`src/inc/icst_pkg.sv`:
```
// constants, register map and types of the internal clock settle and trim block
// assumes a 250 MHz aclk and an AXI4-Lite master with 32-bit data
package icst_pkg;
    localparam int CLK_HZ = 250_000_000;
    localparam int BASE_HZ = 307_200;
    localparam int BASE_DIV = CLK_HZ / BASE_HZ;
    localparam logic [9:0] BASE_DIV_LAST = 10'(BASE_DIV - 1);
    localparam logic [1:0] CORR_TICKS_LAST = 2'h3;
    localparam logic [6:0] FINE_CORR_MAX = 7'h58;
    localparam logic [4:0] EXT_STAB_LAST = 5'h0F;
    localparam logic [11:0] COARSE_STEP = 12'h020;
    localparam logic [11:0] FINE_STEP = 12'h001;
    localparam logic [11:0] DCO_MAX = 12'h9FF;
    localparam logic [11:0] DCO_RESET = 12'h000;
    localparam logic [9:0] CAP_FIXED = 10'h180;
    localparam logic [7:0] TRIM_RESET = 8'h80;
    localparam logic [6:0] MULT_RESET = 7'h15;
    localparam int ADDR_W = 8;
    localparam logic [7:0] OFS_CONTROL = 8'h00;
    localparam logic [7:0] OFS_MULT = 8'h04;
    localparam logic [7:0] OFS_TRIM = 8'h08;
    localparam logic [7:0] OFS_DCO = 8'h0C;
    localparam logic [7:0] OFS_IRQ_STATUS = 8'h10;
    localparam logic [7:0] OFS_IRQ_MASK = 8'h14;
    localparam logic [7:0] OFS_OPTION = 8'h18;
    localparam int CTL_INTERNAL_CLOCK_OUT_ON = 0;
    localparam int CTL_ECLK_ON = 1;
    localparam int CTL_SRC_EXT = 2;
    localparam int CTL_MON_ON = 3;
    localparam int CTL_MON_IE = 4;
    localparam int CTL_INTERNAL_CLOCK_OUT_STABLE = 5;
    localparam int CTL_ECLK_STABLE = 6;
    localparam int CTL_MON_FAIL = 7;
    localparam int OPT_RUN_IN_STOP = 0;
    localparam int IRQ_W = 3;
    localparam int IRQ_STABLE = 0;
    localparam int IRQ_SETTLED = 1;
    localparam int IRQ_MON_FAIL = 2;
    localparam logic [1:0] RESP_OKAY = 2'h0;
    localparam logic [1:0] RESP_SLVERR = 2'h2;

    typedef enum logic [1:0] {LF_HALT, LF_COARSE, LF_FINE, LF_DONE} icst_lf_type;

    typedef struct packed {
        logic [3:0] divider;
        logic [7:0] stage;
    } icst_dco_type;

    typedef struct packed {
        logic internal;
        logic selected;
        logic bus;
        logic timebase;
    } icst_clocks_type;
endpackage

```
`src/verilog/icst_top.sv`:
```
// internal clock generator control: loop filter, trim, low-power modes, AXI4-Lite registers
// assumes synchronous inputs on aclk; the analog comparator reports error sign and 15% window
// Operation
// - coarse corrections while error above 15%, eight of them double or halve the period
// - one coarse doubling takes about 44 times N fast internal periods
// - each further doubling takes twice the time of the previous one
// - stable flag set once within 15%; clock then usable
// - after the window, minimum adjustments of 0.202% to 0.368% each
// - fine settling needs at most 88 corrections of four base periods
// - capacitor of 639 units, 384 fixed, 255 chosen by trim factor
// - trim factor resets to 80 hex, default capacitor 512 units
// - each added trim unit lowers base frequency about 0.195%
// - generator runs in wait; its interrupt can wake the processor
// - stop without run option halts generator, clock outputs held low
// - stop with run option keeps clocks; generator interrupts never wake from stop
// - stop without run option clears internal and external stable flags
// - stop without run option clears monitor enable, interrupt enable, fail flag
// - stop keeps source, clock enables, multiply, trim, divider and stage values
// - settling restarts after reset, multiply or trim change, clock re-enable
// - each correction lasts four base reference periods
module icst_top
    import icst_pkg::*;
(
    input wire logic aclk,
    input wire logic aresetn,
    input wire logic awvalid,
    output logic awready,
    input wire logic [ADDR_W-1:0] awaddr,
    input wire logic wvalid,
    output logic wready,
    input wire logic [31:0] wdata,
    input wire logic [3:0] wstrb,
    output logic bvalid,
    input wire logic bready,
    output logic [1:0] bresp,
    input wire logic arvalid,
    output logic arready,
    input wire logic [ADDR_W-1:0] araddr,
    output logic rvalid,
    input wire logic rready,
    output logic [31:0] rdata,
    output logic [1:0] rresp,
    input wire logic freq_too_slow,
    input wire logic freq_outside_window,
    input wire logic ext_clock_in,
    input wire logic monitor_inactive,
    input wire logic wait_mode,
    input wire logic stop_mode,
    output icst_clocks_type clocks,
    output icst_dco_type dco,
    output logic [9:0] cap_units,
    output logic [6:0] multiply_factor,
    output logic internal_clock_stable,
    output logic irq,
    output logic cpu_wake
);

    typedef struct packed {
        logic aw_full;
        logic w_full;
        logic [ADDR_W-1:0] waddr;
        logic [7:0] wbyte;
        logic wlane;
        logic awready;
        logic wready;
        logic bvalid;
        logic [1:0] bresp;
        logic arready;
        logic rvalid;
        logic [31:0] rdata;
        logic [1:0] rresp;
        logic internal_clock_on;
        logic external_clock_on;
        logic src_ext;
        logic clock_monitor_on;
        logic monitor_interrupt_enable;
        logic monitor_fail_flag;
        logic internal_clock_stable;
        logic external_clock_stable;
        logic run_clocks_in_stop;
        logic [6:0] mult;
        logic [7:0] trim;
        logic [IRQ_W-1:0] irq_status;
        logic [IRQ_W-1:0] irq_mask;
        icst_lf_type lf;
        icst_dco_type dco;
        logic [9:0] base_cnt;
        logic [1:0] corr_cnt;
        logic [6:0] fine_cnt;
        logic [4:0] ext_cnt;
        logic restart;
        logic bus_phase;
        icst_clocks_type clocks;
        logic [9:0] cap;
        logic irq;
        logic wake;
    } icst_state_type;

    icst_state_type s;
    icst_state_type next_s;

    function automatic icst_dco_type dco_step(input icst_dco_type d, input logic shorten,
                                              input logic [11:0] step);
        logic [11:0] total;
        total = {d.divider, d.stage};
        if (shorten)
        begin
            total = (total < step) ? 12'h000 : total - step;
        end
        else
        begin
            total = (total > DCO_MAX - step) ? DCO_MAX : total + step;
        end
        return icst_dco_type'(total);
    endfunction

    function automatic logic [31:0] read_word(input icst_state_type r, input logic [ADDR_W-1:0] a);
        logic [31:0] v;
        v = 32'h0000_0000;
        case (a)
            OFS_CONTROL:
            begin
                v[CTL_INTERNAL_CLOCK_OUT_ON] = r.internal_clock_on;
                v[CTL_ECLK_ON] = r.external_clock_on;
                v[CTL_SRC_EXT] = r.src_ext;
                v[CTL_MON_ON] = r.clock_monitor_on;
                v[CTL_MON_IE] = r.monitor_interrupt_enable;
                v[CTL_INTERNAL_CLOCK_OUT_STABLE] = r.internal_clock_stable;
                v[CTL_ECLK_STABLE] = r.external_clock_stable;
                v[CTL_MON_FAIL] = r.monitor_fail_flag;
            end
            OFS_MULT: v[6:0] = r.mult;
            OFS_TRIM: v[7:0] = r.trim;
            OFS_DCO: v[11:0] = r.dco;
            OFS_IRQ_STATUS: v[IRQ_W-1:0] = r.irq_status;
            OFS_IRQ_MASK: v[IRQ_W-1:0] = r.irq_mask;
            OFS_OPTION: v[OPT_RUN_IN_STOP] = r.run_clocks_in_stop;
            default: v = 32'h0000_0000;
        endcase
        return v;
    endfunction

    function automatic logic mapped(input logic [ADDR_W-1:0] a);
        return a == OFS_CONTROL || a == OFS_MULT || a == OFS_TRIM || a == OFS_DCO ||
               a == OFS_IRQ_STATUS || a == OFS_IRQ_MASK || a == OFS_OPTION;
    endfunction

    logic halted;
    logic gen_run;
    logic base_tick;
    logic [IRQ_W-1:0] events;
    logic [7:0] wb;

    always_comb
    begin
        next_s = s;
        events = '0;
        wb = s.wbyte;
        halted = stop_mode && !s.run_clocks_in_stop;
        gen_run = s.internal_clock_on && !halted;
        base_tick = !halted && (s.base_cnt == BASE_DIV_LAST);

        // write channel capture
        if (awvalid && s.awready)
        begin
            next_s.aw_full = 1'b1;
            next_s.waddr = awaddr;
        end
        if (wvalid && s.wready)
        begin
            next_s.w_full = 1'b1;
            next_s.wbyte = wdata[7:0];
            next_s.wlane = wstrb[0];
        end
        if (s.bvalid && bready)
        begin
            next_s.bvalid = 1'b0;
        end

        // register write once address and data are both held
        if (s.aw_full && s.w_full && !s.bvalid)
        begin
            next_s.aw_full = 1'b0;
            next_s.w_full = 1'b0;
            next_s.bvalid = 1'b1;
            next_s.bresp = mapped(s.waddr) ? RESP_OKAY : RESP_SLVERR;
            if (s.wlane)
            begin
                case (s.waddr)
                    OFS_CONTROL:
                    begin
                        next_s.internal_clock_on = wb[CTL_INTERNAL_CLOCK_OUT_ON];
                        next_s.external_clock_on = wb[CTL_ECLK_ON];
                        next_s.src_ext = wb[CTL_SRC_EXT];
                        next_s.clock_monitor_on = wb[CTL_MON_ON];
                        next_s.monitor_interrupt_enable = wb[CTL_MON_IE] && wb[CTL_MON_ON];
                        if (wb[CTL_MON_FAIL] || !wb[CTL_MON_ON])
                        begin
                            next_s.monitor_fail_flag = 1'b0;
                        end
                    end
                    OFS_MULT:
                    begin
                        next_s.mult = wb[6:0];
                        next_s.restart = 1'b1;
                    end
                    OFS_TRIM:
                    begin
                        next_s.trim = wb;
                        next_s.restart = 1'b1;
                    end
                    OFS_IRQ_STATUS: next_s.irq_status = s.irq_status & ~wb[IRQ_W-1:0];
                    OFS_IRQ_MASK: next_s.irq_mask = wb[IRQ_W-1:0];
                    OFS_OPTION: next_s.run_clocks_in_stop = wb[OPT_RUN_IN_STOP];
                    default: next_s.bresp = RESP_SLVERR;
                endcase
            end
        end
        next_s.awready = !next_s.aw_full && !next_s.bvalid;
        next_s.wready = !next_s.w_full && !next_s.bvalid;

        // read channel
        if (s.rvalid && rready)
        begin
            next_s.rvalid = 1'b0;
        end
        if (arvalid && s.arready)
        begin
            next_s.rvalid = 1'b1;
            next_s.rdata = read_word(s, araddr);
            next_s.rresp = mapped(araddr) ? RESP_OKAY : RESP_SLVERR;
        end
        next_s.arready = !next_s.rvalid;

        // base reference divider
        if (!halted)
        begin
            next_s.base_cnt = base_tick ? 10'h000 : s.base_cnt + 10'h001;
        end

        // loop filter
        if (!gen_run)
        begin
            // divider and stage are kept while halted
            next_s.lf = LF_HALT;
            next_s.internal_clock_stable = 1'b0;
        end
        else if (s.lf == LF_HALT || s.restart)
        begin
            next_s.lf = LF_COARSE;
            next_s.restart = 1'b0;
            next_s.corr_cnt = 2'h0;
            next_s.fine_cnt = 7'h00;
            next_s.base_cnt = 10'h000;
            next_s.internal_clock_stable = 1'b0;
        end
        else if (base_tick)
        begin
            next_s.corr_cnt = s.corr_cnt + 2'h1;
            if (s.corr_cnt == CORR_TICKS_LAST)
            begin
                case (s.lf)
                    LF_COARSE:
                    begin
                        if (freq_outside_window)
                        begin
                            next_s.dco = dco_step(s.dco, freq_too_slow, COARSE_STEP);
                        end
                        else
                        begin
                            next_s.internal_clock_stable = 1'b1;
                            events[IRQ_STABLE] = 1'b1;
                            next_s.lf = LF_FINE;
                        end
                    end
                    LF_FINE:
                    begin
                        // fine settling limited to 88 corrections
                        if (s.fine_cnt == FINE_CORR_MAX)
                        begin
                            next_s.lf = LF_DONE;
                            events[IRQ_SETTLED] = 1'b1;
                        end
                        else
                        begin
                            next_s.dco = dco_step(s.dco, freq_too_slow, FINE_STEP);
                            next_s.fine_cnt = s.fine_cnt + 7'h01;
                        end
                    end
                    LF_DONE: next_s.dco = dco_step(s.dco, freq_too_slow, FINE_STEP);
                    default: next_s.lf = LF_COARSE;
                endcase
            end
        end

        // external stabilization divider
        if (!s.external_clock_on)
        begin
            next_s.external_clock_stable = 1'b0;
            next_s.ext_cnt = 5'h00;
        end
        else if (base_tick && !s.external_clock_stable)
        begin
            next_s.ext_cnt = s.ext_cnt + 5'h01;
            if (s.ext_cnt == EXT_STAB_LAST)
            begin
                next_s.external_clock_stable = 1'b1;
            end
        end

        // clock monitor, set wins over software clear
        if (monitor_inactive && s.clock_monitor_on)
        begin
            next_s.monitor_fail_flag = 1'b1;
            events[IRQ_MON_FAIL] = s.monitor_interrupt_enable;
        end

        if (halted)
        begin
            next_s.internal_clock_stable = 1'b0;
            next_s.external_clock_stable = 1'b0;
            next_s.ext_cnt = 5'h00;
            next_s.clock_monitor_on = 1'b0;
            next_s.monitor_interrupt_enable = 1'b0;
            next_s.monitor_fail_flag = 1'b0;
            events = '0;
        end

        // sticky status, set wins over clear
        next_s.irq_status = next_s.irq_status | events;
        next_s.irq = |(next_s.irq_status & next_s.irq_mask);
        // no wake from stop by generator interrupt
        next_s.wake = next_s.irq && wait_mode && !stop_mode;

        // clock outputs
        if (halted)
        begin
            next_s.clocks = '0;
            next_s.bus_phase = 1'b0;
        end
        else
        begin
            // clocks keep running when option set
            next_s.clocks.internal = s.internal_clock_on && !s.clocks.internal;
            if (s.internal_clock_on && s.clocks.internal)
            begin
                next_s.bus_phase = !s.bus_phase;
            end
            next_s.clocks.selected = s.src_ext ? ext_clock_in : next_s.clocks.internal;
            next_s.clocks.bus = s.src_ext ? ext_clock_in : next_s.bus_phase;
            next_s.clocks.timebase = next_s.clocks.selected;
        end

        // more units lower the base frequency
        next_s.cap = CAP_FIXED + {2'b00, next_s.trim};

        if (!aresetn)
        begin
            next_s = '0;
            next_s.awready = 1'b1;
            next_s.wready = 1'b1;
            next_s.arready = 1'b1;
            next_s.internal_clock_on = 1'b1;
            next_s.mult = MULT_RESET;
            next_s.trim = TRIM_RESET;
            next_s.cap = CAP_FIXED + {2'b00, TRIM_RESET};
            next_s.dco = icst_dco_type'(DCO_RESET);
            next_s.lf = LF_HALT;
        end
    end

    always_ff @(posedge aclk)
    begin
        s <= next_s;
    end

    assign awready = s.awready;
    assign wready = s.wready;
    assign bvalid = s.bvalid;
    assign bresp = s.bresp;
    assign arready = s.arready;
    assign rvalid = s.rvalid;
    assign rdata = s.rdata;
    assign rresp = s.rresp;
    assign clocks = s.clocks;
    assign dco = s.dco;
    assign cap_units = s.cap;
    assign multiply_factor = s.mult;
    assign internal_clock_stable = s.internal_clock_stable;
    assign irq = s.irq;
    assign cpu_wake = s.wake;

endmodule

```
`config.mk`:
```
export PLATFORM = sky130hd
export DESIGN_NAME = icst_top
export DESIGN_NICKNAME = d
export VERILOG_FILES = /design/src/inc/icst_pkg.sv /design/src/verilog/icst_top.sv
export SDC_FILE = /design/constraint.sdc
export NUM_CORES = 1
export LEC_CHECK = 0
export BUFFER_PORTS_ARGS = -buffer_cell sky130_fd_sc_hd__buf_2
export CORE_ASPECT_RATIO = 1.4
export CORE_MARGIN = 5
export CORE_UTILIZATION = 50
export DETAILED_ROUTE_END_ITERATION = 7
export HOLD_SLACK_MARGIN = 0.05
export PLACE_DENSITY = 0.75
export SKIP_CTS_REPAIR_TIMING = 1
export SLEW_MARGIN = 20
export SYNTH_ARGS = -nofsm -noshare
export SYNTH_HDL_FRONTEND = slang
export SYNTH_SLANG_ARGS = --single-unit
export TNS_END_PERCENT = 20
```
`constraint.sdc`:
```
create_clock -name aclk -period 3.7 [get_ports aclk]
set_input_delay 0.185 -clock aclk [delete_from_list [all_inputs] [get_ports aclk]]
set_output_delay 0.185 -clock aclk [all_outputs]
set_load 0.05 [all_outputs]
```
==> results.ini, run 1 <==
[setup_path]
critPathKind=reg2reg
cp.required_ps=4000
cp.arrival_ps=2750
start_kind=register
worstSetupEndpointType=register
reg2reg_from=dco[7]
crit_fanout=17
critPathLaunch=dco[7]

[timing]
maxSlewViolCount=0
finalHoldViolations=0
setup_tns_ps=0
finalSetupViolCount=0
relSlewSlack_pct=33.3
worst_pin_slew_ps=1000
rsz0062_at_grt=false
holdWs_ps=37.9
finalCritPeriodShare_pct=66.1
fmax_mhz=409
timing.final.crit_period_ps=2450
clock_skew_ps=8.19

[cts]
cts_buffers=17
h-tree-depth=4
cts_tree=yes
cts-root-buf=clkbuf_16
clk_pin_slew_ps=60
cts_sinks=114
insertion_delay_ps=410
clock_path_buffers=2

[synthesis]
yosys-top-cells-area=dfxtp_1 36%, buf_4 8.5%, nor2_1 5.2%
syn_area_um2=6390
ys_async_sr_fraction_pct=0
ys_seq_area_share_pct=35.7
synth_cell_types=70
yosys.area.top_type_share_pct=35.7
yosys_most_used_dff=dfxtp_1
synth-seq-cells=114
synth.avg_cell_area_um2=8.37
synth_edf_count=0
yosys_warnings=0
yosysTopAreaCell=dfxtp_1
syn_inst=763

[global_routing]
grt_overflow=0
grt.total_usage_pct=20.7
grt_pass1_wl_um=25200
grt_pass1_vias=5089
antenna_found_initial=0
grt_max_degree=56

[floorplanning]
fp.coreArea_um2=12700
dieHeight_um=144
dieArea_um2=15200
die_w_um=106
placementRows=49
start_util_pct=50.3
num_io_pins=142

[finish]
fin_nets=891
diodes=0
layout.cells.most_common=dfxtp_1
area_growth_pct=13.8
fin_cells=975
finalInstanceArea_um2=7270
nFillCells=1139
drive_above_1_share_pct=18.2
final_cell_mix=114 x dfxtp_1, 92 x buf_2, 88 x nor2_1, 85 x nand2_1, 56 x a21oi_1

[power]
power.density_nw_per_um2=465
peakVddDrop_v=0.000500
p_leak_nw=3.08

[placed_design]
place_hpwl_um=11300
globalplace.congestion=0.990
dpl.cell_count=926
dpl_cell_area_um2=6440
io_buffers=92

[outcome]
outcome=completed

[routing]
routed_wl_um=16100
drc=0
routedWlPerCell_um=16.5
drt.antenna.violating_nets=0
dr.first_iter.drc_count=395
vias_per_cell=5.69
via_count=5549
drtPass1Iterations=5

[flow_run]
cap_viol_max_count=0

[hold_path]
hp-start=wait_mode
min_path_type=in2reg

-- worst max-delay path, cell delays in order (launching register included) --
cell and delay [ps]:
dfxtp_1 720, nand4_1 390, a21boi_0 450, nor2_1 140, a21oi_2 280, and2_1 270, a21oi_1 90
-- synthesized netlist by cell type (all sizes together), types with 8 or more instances --
library cell / count
clkbuf: 18
nand3: 28
mux2i: 30
xor2: 18
nor3: 16
nand4: 13
dfxtp: 114
o21ai: 24
nand2: 85
nor2: 88
a22oi: 8
and3: 9
inv: 25
buf: 86
ha: 17
a31oi: 8
xnor2: 9
a21oi: 57
and2: 9
-- registers in the layout, indices dropped and copies added, names as in the netlist, 3 cells and up --
signal	cells
dco	12
clocks	3
wb	8
rdata	12
s	61
multiply_factor	7
-- per-layer routing --
metal  GRT usage (%)  wire (um)
met2            37.2       8390
met4            9.96        442
met3            4.27        982
met5               0          0
met1            23.5       6260
-- stage by stage --
step | utilization [%] | setup WS (ps) | total power [mW]
after floorplan | - | 1730 | 1.53
after global placement | 50.7 | 1360 | 1.56
after detailed placement | 50.7 | 1330 | 1.57
after CTS | 55.9 | 1310 | 3.38
after global routing | 57.3 | 1010 | 3.48
final | 57.3 | 1250 | 3.38
-- cell type report --
type	instances	area (um^2)	area share, %
clock buffer	20	457	6.28
clock inverter	12	204	2.81
inverter	25	93.8	1.29
multi-input combinational	541	3400	46.8
sequential	114	2280	31.4
tap	153	191	2.63
timing repair buffer	110	638	8.78
-- path summary, 6_finish.rpt --
path / end / slack (ps) / depth (start not counted)
hold reg to reg: rdata[0] / 450 / 2
hold / removal: cpu_wake / 40 / 2
setup / recovery: dco[4] / 1250 / 6
setup reg to reg: dco[4] / 1250 / 6
-- power by group --
| part | switching, mW | total (mW) | leakage, nW | internal (mW) |
|---|---|---|---|---|
| Sequential | 0.0277 | 1.28 | 0.924 | 1.26 |
| Clock | 0.589 | 1.82 | 0.301 | 1.23 |
| Combinational | 0.195 | 0.273 | 1.85 | 0.0773 |
| Total | 0.812 | 3.38 | 3.08 | 2.56 |
-- logic make-up after synthesis --
kind of cell | after synthesis | synth area share [%]
and+or+nand+nor | 295 | 23.2
DFF | 114 | 35.7
buffers and inverters | 129 | 12.3
muxes | 39 | 7.58
other | 1 | 0.0587
AOI/OAI and AO/OA | 141 | 14.1
adders and majority gates | 17 | 3.33
xor gates and xnor gates | 27 | 3.70
(Power assumes the default switching activity.)
==> run 2, diff against run 1 <==
clock period = 2.5 ns   (was 3.7 ns; I/O delays follow)
==> results.ini, run 2 (synthesized netlist as in run 1, its figures left out) <==
[routing]
drtPass1Iterations=5  ; unchanged
via_count=5712  ; was 5549
vias_per_cell=5.71  ; was 5.69
routed_wl_um=16800  ; was 16100 um
drt.antenna.violating_nets=0  ; unchanged
drc=0  ; unchanged
dr.first_iter.drc_count=468  ; was 395
routedWlPerCell_um=16.7  ; was 16.5 um

[floorplanning]
fp.coreArea_um2=12700  ; unchanged
die_w_um=106  ; unchanged
num_io_pins=142  ; unchanged
dieHeight_um=144  ; unchanged
dieArea_um2=15200  ; unchanged
placementRows=49  ; unchanged
start_util_pct=50.3  ; unchanged

[outcome]
outcome=completed  ; unchanged

[setup_path]
critical-path-max-stage-delay_ps=640  ; was 720 ps
crit_top_cell=a21oi_1
worstSetupEndpointType=register  ; unchanged
critPathSlowestCell=dfxtp_1  ; unchanged
cp_cell_sequence=nand4_1 -> o31ai_2 -> a21oi_1 -> a22oi_1 -> o221ai_1 -> a21oi_1  ; was nand4_1 -> a21boi_0 -> nor2_1 -> a21oi_2 -> and2_1 -> a21oi_1
cp.required_ps=2820  ; was 4000 ps
crit_fanout=13  ; was 17
cp.arrival_ps=2580  ; was 2750 ps
start_kind=register  ; unchanged
critPathKind=reg2reg  ; unchanged

[global_routing]
grt_pass1_wl_um=26100  ; was 25200 um
grt.total_usage_pct=21.5  ; was 20.7%
grt_overflow=0  ; unchanged
grt_pass1_vias=5306  ; was 5089
antenna_found_initial=0  ; unchanged
grt_max_degree=45  ; was 56

[power]
peakVddDrop_v=0.000517  ; was 0.000500 V
p_leak_nw=3.20  ; was 3.08 nW
power_mw=4.82  ; was 3.38 mW
power.density_nw_per_um2=650  ; was 465 nW/um^2

[finish]
diodes=0  ; unchanged
final_cell_mix=114 x dfxtp_1, 92 x buf_2, 88 x nor2_1, 85 x nand2_1, 56 x a21oi_1  ; unchanged
area_growth_pct=16.3  ; was 13.8%
largest_register_ffs=61  ; unchanged
nFillCells=1121  ; was 1139
drive_above_1_share_pct=20.3  ; was 18.2%
fin_nets=917  ; was 891
fin_util_pct=58.5  ; was 57.3%
layout.cells.most_common=dfxtp_1  ; unchanged
top_register=s  ; unchanged
multi_input_area_um2=3400  ; unchanged
layout.area.seq_um2=2280  ; unchanged

[timing]
setup_tns_ps=0  ; unchanged
fmax_mhz=443  ; was 409 MHz
finalSetupViolCount=0  ; unchanged
relSlewSlack_pct=54.3  ; was 33.3%
clock_skew_ps=7.27  ; was 8.19 ps
rsz0062_at_grt=false  ; unchanged
worst_pin_slew_ps=683  ; was 1000 ps
timing.final.crit_period_ps=2260  ; was 2450 ps
finalCritPeriodShare_pct=90.4  ; was 66.1%
finalHoldViolations=0  ; unchanged
maxSlewViolCount=0  ; unchanged

[cts]
cts_tree=yes  ; unchanged
insertion_delay_ps=410  ; about the same
clock_path_buffers=2  ; unchanged
clk_pin_slew_ps=50  ; was 60 ps
cts_buffers=17  ; unchanged
cts_sinks=114  ; unchanged
cts-root-buf=clkbuf_16  ; unchanged
h-tree-depth=4  ; unchanged

[placed_design]
globalplace.congestion=1.00  ; was 0.990
io_buffers=92  ; unchanged
place_hpwl_um=11900  ; was 11300 um

[flow_run]
cap_viol_max_count=0  ; unchanged

[hold_path]
min_path_type=in2reg  ; unchanged

[run 2: cell types whose count changed in the layout (fill, tap and decap cells not counted)]
cell	delta
clkbuf_8	+2
clkinv_2	+5
inv_6	-1
dlygate4sd3_1	+4
clkinvlp_4	-4
buf_4	+22
bufinv_16	-2
[run 2: final timing paths]
check / start / endpoint / slack, ps / depth (start not counted)
setup / recovery: dco[6] / dco[8] / 240 / 6
hold / removal: bready / bvalid / 40 / 3
setup reg to reg: dco[6] / dco[8] / 240 / 6
hold reg to reg: rdata[0] / rdata[0] / 450 / 2
[run 2: layout make-up]
type / count / share of cell area (%)
inverters: 25 / 1.26
multi-input cells: 541 / 45.8
repair buffers: 136 / 11.4
clock inverters: 10 / 1.75
flip-flops and latches: 114 / 30.7
clock buffers: 22 / 6.52
well taps: 153 / 2.58
[run 2: per-stage QoR]
step                instance area [um^2]  cells  setup slack [ps]  hold WS, ps
global route                        7430   1001              49.7         55.3
floorplan                           6470    784               529          201
global placement                    6600    948               318          334
detailed placement                  6600    948               292          336
CTS                                 7220    980               258        -83.9
finish                              7430   1001               241         44.4
[run 2: critical path, delay by kind of cell, from the launching register on]
family | cells | cell delay (ps)
AOI/OAI and AO/OA | 5 | 1190
DFF | 1 | 640
and+or+nand+nor | 1 | 340
[run 2: report_power, final]
group	total (mW)	switching [mW]	internal, mW
sequential	1.90	0.0419	1.86
combinational	0.418	0.293	0.125
clock	2.50	0.842	1.66
[run 2: routing by layer]
layer / GRT usage [%] / routed length [um] / vias to the layer above
met5: 0 / 0 / -
met4: 9.69 / 476 / 0
met3: 5.17 / 953 / 33
met2: 38.9 / 8810 / 200
met1: 23.8 / 6510 / 2739
li1: - / - / 2740
